### config.mk
export PLATFORM = sky130hd
export DESIGN_NAME = cbdu_branch_unit
export DESIGN_NICKNAME = d
export VERILOG_FILES = /design/src/common/cbdu_pkg.sv /design/src/rtl/cbdu_compare.sv /design/src/rtl/cbdu_branch_unit.sv
export VERILOG_INCLUDE_DIRS = /design/src /design/src/common
export SDC_FILE = /design/constraint.sdc
export NUM_CORES = 1
export LEC_CHECK = 0
export BUFFER_PORTS_ARGS = -buffer_cell sky130_fd_sc_hd__buf_2
export CORE_ASPECT_RATIO = 0.7
export CORE_UTILIZATION = 52
export CTS_BUF_LIST = sky130_fd_sc_hd__clkbuf_4 sky130_fd_sc_hd__clkbuf_8
export DETAILED_ROUTE_END_ITERATION = 12
export PLACE_DENSITY = 0.91
export SLEW_MARGIN = 15
export SYNTH_ARGS = -nofsm -noshare
export SYNTH_HDL_FRONTEND = slang
export SYNTH_SLANG_ARGS = --single-unit
### constraint.sdc
create_clock -name mclk -period 1.73 [get_ports mclk]
set_clock_uncertainty 0.05 [all_clocks]
set_input_delay 0.346 -clock mclk [delete_from_list [all_inputs] [get_ports mclk]]
set_output_delay 0.346 -clock mclk [all_outputs]
set_load 0.02 [all_outputs]
### src/common/cbdu_defines.svh
`ifndef CBDU_DEFINES_SVH
`define CBDU_DEFINES_SVH

// Instruction word field positions
`define CBDU_FIRST_IDX_HI   31
`define CBDU_FIRST_IDX_LO   27
`define CBDU_SECOND_IDX_HI  26
`define CBDU_SECOND_IDX_LO  22
`define CBDU_OFFSET_HI      21
`define CBDU_OFFSET_LO      6
`define CBDU_OPCODE_HI      5
`define CBDU_OPCODE_LO      0

// Primary opcodes
`define CBDU_OP_LESS_UNSIGNED 6'h36
`define CBDU_OP_NOT_EQUAL     6'h1e

// Sequential step in bytes
`define CBDU_PC_STEP 32'h00000004

// Reset values
`define CBDU_PC_RESET 32'h00000000

`endif

### src/common/cbdu_pkg.sv
package cbdu_pkg;

  typedef enum logic [1:0] {
    CBDU_IDLE   = 2'b00,
    CBDU_RESULT = 2'b01,
    CBDU_FAULT  = 2'b11
  } cbdu_state_type;

  typedef enum logic [1:0] {
    CBDU_KIND_NONE = 2'h0,
    CBDU_KIND_LTU  = 2'h1,
    CBDU_KIND_NE   = 2'h2
  } cbdu_kind_type;

endpackage

### src/rtl/cbdu_compare.sv
`timescale 1ns/100ps
module cbdu_compare
  import cbdu_pkg::*;
#(
  parameter int WIDTH = 32
) (
  input  wire logic [WIDTH-1:0] firstSourceOperand,   // Operand selected by first index
  input  wire logic [WIDTH-1:0] secondSourceOperand,  // Operand selected by second index
  output logic                  lessUnsigned,         // First below second, unsigned
  output logic                  notEqual              // Operands differ in any bit
);

  always_comb begin
    lessUnsigned = firstSourceOperand < secondSourceOperand;
    notEqual     = firstSourceOperand != secondSourceOperand;
  end

endmodule

### src/rtl/cbdu_branch_unit.sv
// How it works
// [RULE1] Opcode 0x36 branches when first operand is unsigned-less than second.
// [RULE2] Opcode 0x1e branches when operands differ in any bit.
// [RULE3] Taken unsigned branch target is instruction address plus 4 plus offset.
// [RULE4] Taken not-equal target is branch address plus 4 plus offset.
// [RULE5] Software keeps low two offset bits zero for word-aligned targets.
// [RULE6] A taken branch to an unaligned address raises misaligned exception.
// [RULE7] Both decode as immediate type with two source register indices.
// [RULE8] Offset is 16-bit two's complement, sign-extended to 32 bits.
// [RULE9] Fields: first index 31:27, second 26:22, offset 21:6, opcode 5:0.
// [RULE10] Nonzero low target bits suppress the PC update and flag exception.
`timescale 1ns/100ps
`include "cbdu_defines.svh"
module cbdu_branch_unit
  import cbdu_pkg::*;
#(
  parameter int WIDTH = 32
) (
  input  wire logic             mclk,                 // Processor clock
  input  wire logic             rst_n,                // Async reset, active low
  input  wire logic             instrValid,           // Instruction word present
  input  wire logic [31:0]      instrWord,            // Instruction word
  input  wire logic [WIDTH-1:0] instrAddr,            // Address of this instruction
  input  wire logic [WIDTH-1:0] firstSourceOperand,   // Value of first source register
  input  wire logic [WIDTH-1:0] secondSourceOperand,  // Value of second source register
  output logic [4:0]            firstIndex,           // First source register index
  output logic [4:0]            secondIndex,          // Second source register index
  output logic                  isBranch,             // Word is one of the two branches
  output logic                  pcValid,              // Pulse: nextPc holds a new PC
  output logic [WIDTH-1:0]      nextPc,               // Registered next program counter
  output logic                  branchTaken,          // Registered: branch was taken
  output logic                  misalignedFault       // Pulse: misaligned destination
);

  logic [5:0]       opcode;
  logic [15:0]      branchOffsetField;
  logic [WIDTH-1:0] offsetExt;
  logic [WIDTH-1:0] seqAddr;
  logic [WIDTH-1:0] target;
  logic             lessUnsigned;
  logic             notEqual;
  logic             takeCond;
  cbdu_kind_type    kind;

  cbdu_state_type   state;
  cbdu_state_type   next_state;
  logic [WIDTH-1:0] next_nextPc;
  logic             next_branchTaken;

  // [RULE7] [RULE9] field split
  always_comb begin
    firstIndex        = instrWord[`CBDU_FIRST_IDX_HI:`CBDU_FIRST_IDX_LO];
    secondIndex       = instrWord[`CBDU_SECOND_IDX_HI:`CBDU_SECOND_IDX_LO];
    branchOffsetField = instrWord[`CBDU_OFFSET_HI:`CBDU_OFFSET_LO];
    opcode            = instrWord[`CBDU_OPCODE_HI:`CBDU_OPCODE_LO];
  end

  always_comb begin
    case (opcode)
      `CBDU_OP_LESS_UNSIGNED: kind = CBDU_KIND_LTU;
      `CBDU_OP_NOT_EQUAL:     kind = CBDU_KIND_NE;
      default:                kind = CBDU_KIND_NONE;
    endcase
    isBranch = instrValid && (kind != CBDU_KIND_NONE);
  end

  cbdu_compare #(
    .WIDTH(WIDTH)
  ) u_compare (
    .firstSourceOperand (firstSourceOperand),
    .secondSourceOperand(secondSourceOperand),
    .lessUnsigned       (lessUnsigned),
    .notEqual           (notEqual)
  );

  // Offset is widened first so a negative step borrows across the full address
  // [RULE8] sign extension
  assign offsetExt = {{(WIDTH-16){branchOffsetField[15]}}, branchOffsetField};

  // Sums wrap modulo 2^WIDTH; the carry out is dropped on purpose
  // [RULE3] [RULE4] sequential base then offset
  always_comb begin
    seqAddr = instrAddr + WIDTH'(`CBDU_PC_STEP);
    target  = seqAddr + offsetExt;
  end

  // [RULE1] [RULE2] condition select
  always_comb begin
    case (kind)
      CBDU_KIND_LTU: takeCond = lessUnsigned;
      CBDU_KIND_NE:  takeCond = notEqual;
      default:       takeCond = 1'b0;
    endcase
  end

  // Fault keeps nextPc, so the handler still sees the last good destination.
  // Untaken branches never fault, whatever the offset holds.
  // [RULE6] [RULE10] unaligned target faults instead of updating PC
  always_comb begin
    next_state       = CBDU_IDLE;
    next_nextPc      = nextPc;
    next_branchTaken = 1'b0;
    if (isBranch) begin
      if (takeCond && (target[1:0] != 2'b00)) begin
        next_state = CBDU_FAULT;
      end else begin
        next_state       = CBDU_RESULT;
        next_branchTaken = takeCond;
        next_nextPc      = takeCond ? target : seqAddr;
      end
    end
  end

  always_ff @(posedge mclk or negedge rst_n) begin
    if (!rst_n) begin
      state       <= CBDU_IDLE;
      nextPc      <= WIDTH'(`CBDU_PC_RESET);
      branchTaken <= 1'b0;
    end else begin
      state       <= next_state;
      nextPc      <= next_nextPc;
      branchTaken <= next_branchTaken;
    end
  end

  // Both pulses are decoded from the state register; they can glitch when IDLE and FAULT swap both bits
  assign pcValid         = (state == CBDU_RESULT);
  assign misalignedFault = (state == CBDU_FAULT);
endmodule

==> summary.txt, run 1 <==
Global routing
  • Grt ovf: 1,134
  • Largest net degree at the start of global routing: 24
  • Gr usage total: 1.06

Timing
  • Worst_ep kind: sequential cell input
  • Worst setup endpoint GRT: nextPc[31]$_DFFE_PN0P_/D

Yosys
  • Area fraction of the dominant cell type after synthesis: 0.202
  • Syn. warnings: 0
  • EDFF count, synth: 0
  • Seq/Total Area, Yosys: 0.188
  • Synth area leaders: ha_1 20%, dfrtp_1 19%, xnor2_1 6.6%
  • Top_reg_cell synth: dfrtp_1
  • Post-Syn Area: 4650 µm²
  • Cell count after synthesis: 593
  • Fraction of registers with async set/reset: 1.00
  • Syn Nets: 800
  • Synth Area per Inst: 7.84 µm²
  • Yosys reg bits: 35
  • Post-synth top area cell: ha_1
  • Distinct cells, synth: 51

Place
  • RD Place Congestion: 0.968
  • I/O Buffers: 156
  • DP HPWL: 13,800 µm

Clock tree
  • Clk buf depth: 2
  • Clk sinks: 35
  • Clk root buf: clkbuf_8
  • H-Tree Depth: 2
  • Num CTS Buffers: 5

Floorplan
  • IO Pins: 177
  • Die height: 81.1 µm
  • Die Width: 115 µm
  • Initial core utilization: 0.544
  • Row cnt: 28

Run status
  • Halt Stage: 5_1_grt
  • First Error: [ERROR GRT-0232] Routing congestion too high. Check the congestion heatmap in the GUI.
  • Status: stopped before the end
==> cell usage after synthesis (2+ instances only) <==
cell type and count:
a211oi_1 3, a21o_1 27, a21oi_1 49, a311oi_1 2
a31oi_1 6, and2_1 6, and3_1 6, and4_1 5
buf_2 6, buf_4 10, clkbuf_1 9, dfrtp_1 35
ha_1 75, inv_1 43, mux2i_1 10, nand2_1 60
nand3_1 14, nand3b_1 2, nand4_1 20, nor2_1 43
nor2b_1 9, nor3_1 6, nor3b_1 2, o211ai_1 5
o21a_1 10, o21ai_0 27, o21ai_1 18, o21ai_2 2
o21bai_1 6, o31a_1 2, o31ai_2 2, or3_1 2
xnor2_1 35, xor2_1 19
==> per-stage QoR <==
stage | hold WS (ns) | area, µm² | utilization | std cells | worst slack, ns
global placement | 0.262 | 6700 | 0.784 | 986 | -1.94
CTS | 0.259 | 7870 | 0.920 | 1033 | -1.67
floorplan | 0.000409 | 4830 | - | 593 | -1.81
detailed placement | 0.270 | 6700 | 0.784 | 986 | -2.13
==> cell families after synthesis <==
family                     share of synthesized area
DFF                                            0.188
xor gates and xnor gates                       0.102
and+or+nand+nor                                0.191
AOI/OAI and AO/OA                              0.226
muxes                                         0.0215
buffers and inverters                         0.0654
adders and majority gates                      0.206
==> what timing repair did <==
item / 4_1_cts
gates cloned: 5
pin swaps: 67
buffers inserted: 38
hold buffers: 1
gates resized for setup: 152
setup endpoints to repair: 35
endpoints found under the hold margin: 17
==> metal layers <==
layer	GRT usage	overflow
met4	1.32	267
met5	0.344	3
met1	0.905	8
met2	1.50	844
met3	0.697	12
==> run 2: changes to the inputs <==
CORE_ASPECT_RATIO = not set   (was 0.7)
CORE_UTILIZATION = 40   (was 52)
CTS_BUF_LIST = not set   (was sky130_fd_sc_hd__clkbuf_4 sky130_fd_sc_hd__clkbuf_8)
PLACE_DENSITY = not set   (was 0.91)
PLACE_DENSITY_LB_ADDON = 0.15   (was not set)
==> run 2 against run 1 <==
  * The flow now finishes, with violations (negative setup slack)
  * Synthesized cell count is the same
  * Area after synthesis did not move
==> summary.txt, run 2 <==
Yosys
  • EDFF count, synth: 0 (unchanged)
  • Cell count after synthesis: 593 (unchanged)
  • Synth area leaders: ha_1 20%, dfrtp_1 19%, xnor2_1 6.6%
  • Top cells by count, synth: 75 x ha_1, 60 x nand2_1, 49 x a21oi_1
  • Distinct cells, synth: 51 (unchanged)
  • Synth Area per Inst: 7.84 µm² (unchanged)
  • Area fraction of the dominant cell type after synthesis: 0.202 (unchanged)
  • Top_reg_cell synth: dfrtp_1
  • Syn. warnings: 0 (unchanged)
  • Seq/Total Area, Yosys: 0.188 (unchanged)
  • Fraction of registers with async set/reset: 1.00 (unchanged)
  • Post-Syn Area: 4650 µm² (unchanged)
  • Most common cell in the netlist: ha_1
  • Syn Nets: 800 (unchanged)
  • Post-synth top area cell: ha_1
  • Yosys reg bits: 35 (unchanged)

Timing
  • Final min period: 3.55 ns
  • Final Cycle Share: 2.05
  • Least-Margin Pin Slew: 0.565 ns
  • Final TNS setup: -39.10 ns
  • Final Setup Violations: 35
  • Final Hold Viols: 0
  • Worst slew margin: 0.622
  • Final Max Slew Viols: 0
  • RSZ-0062 raised after global routing: yes
  • Worst setup margin: -1.82 ns
  • Fmax: 282 MHz

Clock tree
  • CTS clk-pin slew, worst paths: 0.06 ns
  • Clk buf depth: 2 (unchanged)
  • H-Tree Depth: 2 (unchanged)
  • Clk sinks: 35 (unchanged)
  • Worst skew pair latency: 0.29 ns
  • CTS tree: built
  • Num CTS Buffers: 5 (unchanged)
  • Clk root buf: clkbuf_16

Finish
  • Largest register FFs: 32
  • Fillers: 841
  • Most frequent cells in the layout: 184 x buf_4, 146 x buf_2, 61 x ha_1, 50 x nand2_1, 37 x inv_1
  • Regs by FF count: nextPc x32, state x2, branchTaken x1
  • Post-route cell area: 8330 µm²
  • Most common cell after layout, fill and taps aside: buf_4
  • Final #Nets: 1,154
  • Top reg by flops: nextPc
  • Layout cells sized above 1: 0.527
  • Area grow syn2layout: 79.0%

Setup path
  • Critical Path RT: 1.89 ns
  • Reg2Reg Setup Slack: 1.00 ns
  • Worst setup path end: nextPc[31]
  • RR Startpoint: nextPc[28]
  • R2R Path End: nextPc[28]
  • Crit-path max cell delay: 0.35 ns
  • Worst-path fanout max: 5
  • Worst setup EP type: register
  • Arrival @ worst endpoint: 3.71 ns
  • Worst path slowest cell: ha_2
  • Worst R2R Path Depth: 2
  • Worst-path cell chain: buf_6 > and3_4 > and3_4 > and2_4 > buf_4 > buf_6 > nand3_4 > nor2_4 > xor2_2 > ha_2 > a21oi_2 > o21ai_1 > a21oi_1 > o21a_1 > a31o_4 > o211a_1 > o31ai_2 > xor2_1 > and3_1 > o31ai_2
  • CP startpoint kind: input port
  • Kind of critical path: input port to register
  • Worst Setup SP: instrAddr[5]

Place
  • RD Place Congestion: 0.904 (-6.7%)
  • Placement Cell Area: 6830 µm² (+2.0%)
  • DP HPWL: 12,300 µm (-11%)
  • I/O Buffers: 156 (unchanged)

Worst hold path
  • HP Class: input port to register

Global routing
  • First-pass GRT wire length: 27,100 µm
  • Largest net degree at the start of global routing: 18
  • Gr usage total: 0.293
  • Initial antenna violation count: 1
  • Grt ovf: 0
  • Vias in the first global route: 5,782

Floorplan
  • Die height: 110 µm (+35%)
  • Row cnt: 39 (+39%)
  • Core footprint: 11,400 µm²
  • Initial core utilization: 0.409 (-0.135)
  • Die Width: 110 µm (-4.5%)
  • IO Pins: 177 (unchanged)
  • Die area: 12,100 µm²

Route
  • DR WL/cell: 17.4 µm
  • DR vias/cell: 5.43
  • Routed wire length: 19,000 µm
  • Final ANT Viol Nets: 0
  • DRT Pass-1 Iters: 5
  • Routed via count: 5,931
  • DRC errors left: 0
  • Drt first-iter violations: 255

Power
  • Leak: 0.00432 µW
  • Worst vdd ir: 648 µV
  • P per Cell Area: 559 nW/µm²

Flow run
  • Max cap viols: 0

Run status
  • Status: complete, but fails checks
  • Failing checks: negative setup slack
-- run 2: per-layer routing --
metal / global-route usage / up-vias / wire [µm]
met2: 0.530 / 254 / 9510
met1: 0.340 / 2784 / 7460
met4: 0.120 / 0 / 824
met3: 0.0451 / 74 / 1160
li1: - / 2819 / -
met5: 0 / - / 0
-- run 2: worst min path at each step --
stage | end | from | depth (start not counted) | slack, ns
floorplan | branchTaken | rst_n | 0 | 0.0004
global placement | state[0] | rst_n | 1 | 0.19
detailed placement | state[0] | rst_n | 1 | 0.19
CTS | nextPc[1] | instrAddr[1] | 3 | 0.33
global route | nextPc[1] | instrAddr[1] | 3 | 0.35
finish | nextPc[1] | instrAddr[1] | 3 | 0.34
-- run 2: cells by family after synthesis --
logic type / Yosys count / share of synthesized area
compound gates: 167 / 0.226
fa+ha+maj: 76 / 0.206
buf+inv: 69 / 0.0654
simple gates: 182 / 0.191
flops: 35 / 0.188
mux: 10 / 0.0215
xor+xnor: 54 / 0.102
-- run 2: timing repair --
action | CTS | global route
hold buffers | 1 | 0
endpoints found under the setup margin | 35 | 35
buffers inserted | 36 | 20
gates resized for setup | 85 | 88
hold endpoints to repair | 10 | 0
pin swaps | 50 | 53
gates cloned | 6 | 1
-- run 2: power by group --
part	total, µW	internal, µW	switching, µW
Combinational	2440	1190	1240
Sequential	1100	986	114
Clock	1120	718	397
Total	4650	2900	1760
-- run 2: worst max-delay path, delay by kind of cell --
kind                       cells  cell delay, ns
AOI/OAI and AO/OA              8            1.42
adders and majority gates      1            0.35
buffers and inverters          3            0.29
xor gates and xnor gates       2            0.34
and+or+nand+nor                6            0.96
-- run 2: stage by stage --
step | hold WS [ns] | util | total power (µW) | setup slack (ns) | instances
6_report | 0.336 | 0.732 | 4650 | -1.82 | 1092
5_1_grt | 0.350 | 0.732 | 4920 | -1.94 | 1092
4_1_cts | 0.329 | 0.685 | 4400 | -1.64 | 1074
3_5_place_dp | 0.192 | 0.601 | 3120 | -2.02 | 1026
3_3_place_gp | 0.189 | 0.601 | 3070 | -1.95 | 1026
2_1_floorplan | 0.000409 | - | 2240 | -1.81 | 593
-- run 2: layout make-up --
| cell class | instances | area, µm² | share of cell area |
|---|---|---|---|
| Antenna cell | 1 | 2.50 | 0.000301 |
| Clock buffer | 6 | 139 | 0.0167 |
| Clock inverter | 2 | 35.0 | 0.00421 |
| Inverter | 44 | 185 | 0.0222 |
| Multi-Input combinational cell | 490 | 4190 | 0.503 |
| Sequential cell | 35 | 876 | 0.105 |
| Tap cell | 143 | 179 | 0.0215 |
| Timing Repair Buffer | 371 | 2720 | 0.327 |
(Power assumes the default switching activity.)
==> run 3: changes to the inputs <==
CORE_ASPECT_RATIO = 1.2   (was not set)
GPL_TIMING_DRIVEN = 0   (was not set)
==> run 3 against run 2 <==
  * The run still ends with negative setup slack left
  * Sequential share of layout area up 1.2 points
  * Via count down 10%
  * Critical path depth is 1 higher
  * Register-to-register slack about the same
  * Count of clock-buffer cells in the layout unchanged
  * Die area hardly changed
  * Sequential power about the same
  * Final cell count is 9.4% lower
  * Sequential cell count unchanged
  * Hold slack got worse by 0.22 ns
  * Global-route usage decreased by 3.4 points
  * Design area is 10% lower
  * Critical path type unchanged
  * Critical endpoint is now nextPc[28]
  * Largest power group unchanged
==> summary.txt, run 3 (synthesized netlist as in run 2, its figures left out) <==
Timing
  • Final TNS setup: -37.67 ns (+1.43 ns)
  • Final Hold Viols: 0 (unchanged)
  • Final Setup Violations: 35 (unchanged)
  • Final Cycle Share: 2.07 (+0.0182)
  • RSZ-0062 raised after global routing: yes
  • Worst slew margin: 0.444 (-0.178)
  • Hold slack: 0.116 ns (-0.220 ns)
  • Final Max Slew Viols: 0 (unchanged)
  • Final min period: 3.58 ns (+0.0315 ns)
  • Worst setup margin: -1.85 ns (-0.0315 ns)
  • Fmax: 279 MHz (-0.88%)
  • Least-Margin Pin Slew: 0.834 ns (+0.268 ns)

Route
  • DRT Pass-1 Iters: 5 (unchanged)
  • DR vias/cell: 5.40 (-0.63%)
  • DRC errors left: 0 (unchanged)
  • Routed via count: 5,338 (-10%)
  • Final ANT Viol Nets: 0 (unchanged)
  • Drt first-iter violations: 225 (-12%)
  • DR WL/cell: 16.4 µm (-5.7%)
  • Routed wire length: 16,200 µm (-15%)

Finish
  • Largest register FFs: 32 (unchanged)
  • Most common cell after layout, fill and taps aside: buf_2
  • Layout cells sized above 1: 0.467 (-0.0604)
  • Final #Nets: 1,041 (-9.8%)
  • Most frequent cells in the layout: 154 x buf_2, 61 x ha_1, 56 x buf_4, 50 x nand2_1, 39 x inv_1
  • Top reg by flops: nextPc
  • Fillers: 941 (+12%)
  • Area grow syn2layout: 60.7%
  • Diodes inserted: 0 (-1)
  • Non-Filler Instances: 989 (-9.4%)
  • Regs by FF count: nextPc x32, state x2, branchTaken x1
  • Post-route cell area: 7480 µm² (-10%)

Clock tree
  • Clk root buf: clkbuf_16
  • H-Tree Depth: 2 (unchanged)
  • Num CTS Buffers: 5 (unchanged)
  • Clk buf depth: 2 (unchanged)
  • Clk sinks: 35 (unchanged)
  • Number of hold buffers added after cts: 0 (-1)
  • CTS tree: built
  • Worst skew pair latency: 0.28 ns (about the same)
  • CTS clk-pin slew, worst paths: 0.06 ns (about the same)

Setup path
  • CP startpoint kind: input port
  • Arrival @ worst endpoint: 3.70 ns (about the same)
  • Worst setup EP type: register
  • Critical Path RT: 1.85 ns (-0.04 ns)
  • Reg2Reg Setup Slack: 1.00 ns (about the same)
  • Kind of critical path: input port to register
  • Worst-path fanout max: 4 (-1)

Flow run
  • Max cap viols: 0 (unchanged)

Power
  • P per Cell Area: 579 nW/µm² (+3.6%)
  • Leak: 0.00375 µW (-13%)
  • Worst vdd ir: 408 µV (-37%)

Place
  • Placement Cell Area: 5850 µm² (-14%)
  • I/O Buffers: 165 (+5.8%)
  • Placed insts: 912 (-11%)
  • DP HPWL: 11,400 µm (-7.7%)
  • RD Place Congestion: 0.859 (-5.0%)

Floorplan
  • Die Width: 100 µm (-8.6%)
  • IO Pins: 177 (unchanged)
  • Core footprint: 11,200 µm² (-1.6%)
  • Die height: 120 µm (+9.4%)
  • Die area: 12,100 µm² (about the same)
  • Row cnt: 42 (+7.7%)
  • Initial core utilization: 0.416 (+0.00645)

Global routing
  • Largest net degree at the start of global routing: 36 (+18)
  • Grt ovf: 0 (unchanged)
  • Vias in the first global route: 5,368 (-7.2%)
  • First-pass GRT wire length: 24,800 µm (-8.7%)
  • Initial antenna violation count: 0 (-1)
  • Gr usage total: 0.259 (-0.0339)

Run status
  • Failing checks: negative setup slack
  • Status: complete, but fails checks

Worst hold path
  • HP Class: input port to asynchronous set/reset pin
==> run 3: what timing repair did <==
| item | 4_1_cts | 5_1_grt |
|---|---|---|
| gates resized for setup | 135 | 64 |
| setup buffers | 50 | 19 |
| pin swaps | 68 | 62 |
| cloned | 4 | 3 |
| endpoints found under the setup margin | 35 | 35 |
==> run 3: area by class of cell <==
cell class,instances,area [µm²],share of cell area
Buffer,20,241,0.0323
Clock buffer,6,139,0.0186
Clock inverter,2,35.0,0.00469
Inverter,44,183,0.0244
Multi-Input combinational cell,489,4150,0.555
Sequential cell,35,876,0.117
Tap cell,154,193,0.0258
Timing Repair Buffer,239,1660,0.222
==> run 3: through the flow <==
stage | total power [µW] | worst slack [ns] | utilization
5_1_grt | 4580 | -2.01 | 0.668
3_5_place_dp | 2830 | -2.62 | 0.522
6_report | 4330 | -1.85 | 0.668
4_1_cts | 4170 | -1.90 | 0.633
3_3_place_gp | 2780 | -2.60 | 0.522
2_1_floorplan | 2240 | -1.81 | -
==> run 3: worst max-delay path, stage by stage <==
cell	delay, ns
buf_6	0.07
and3_4	0.17
and3_4	0.17
and2_4	0.15
nand4_1	0.10
buf_6	0.17
nor2_4	0.10
nand3_2	0.10
xnor2_2	0.16
ha_1	0.33
buf_4	0.14
buf_6	0.10
buf_6	0.12
a21oi_4	0.13
nand2_2	0.08
o31ai_4	0.28
o21ai_2	0.11
and3_4	0.19
or3_1	0.38
a311oi_2	0.21
nor2_1	0.07
==> run 3: power by group <==
group / internal [µW] / total [µW] / switching, µW
Clock: 717 / 1080 / 365
Sequential: 986 / 1090 / 103
Combinational: 998 / 2160 / 1160
Total: 2700 / 4330 / 1630
==> run 3: final timing paths <==
kind                               from    endpoint  cells past startpoint
setup / recovery           instrAddr[6]  nextPc[28]                     21
hold / removal                    rst_n  nextPc[29]                      1
setup reg to reg              nextPc[3]   nextPc[3]                      2
hold reg to reg              nextPc[11]  nextPc[11]                      2
max in group asynchronous         rst_n  nextPc[11]                      1
min in group mclk          instrAddr[0]   nextPc[0]                      3
==> run 3: metal layers <==
layer  track usage  wire, µm  vias to the layer above
li1              -         -                     2579
met1         0.294      6430                     2529
met2         0.483      8470                      181
met3        0.0274       678                       49
met4         0.107       623                        0
met5             0         0                        -
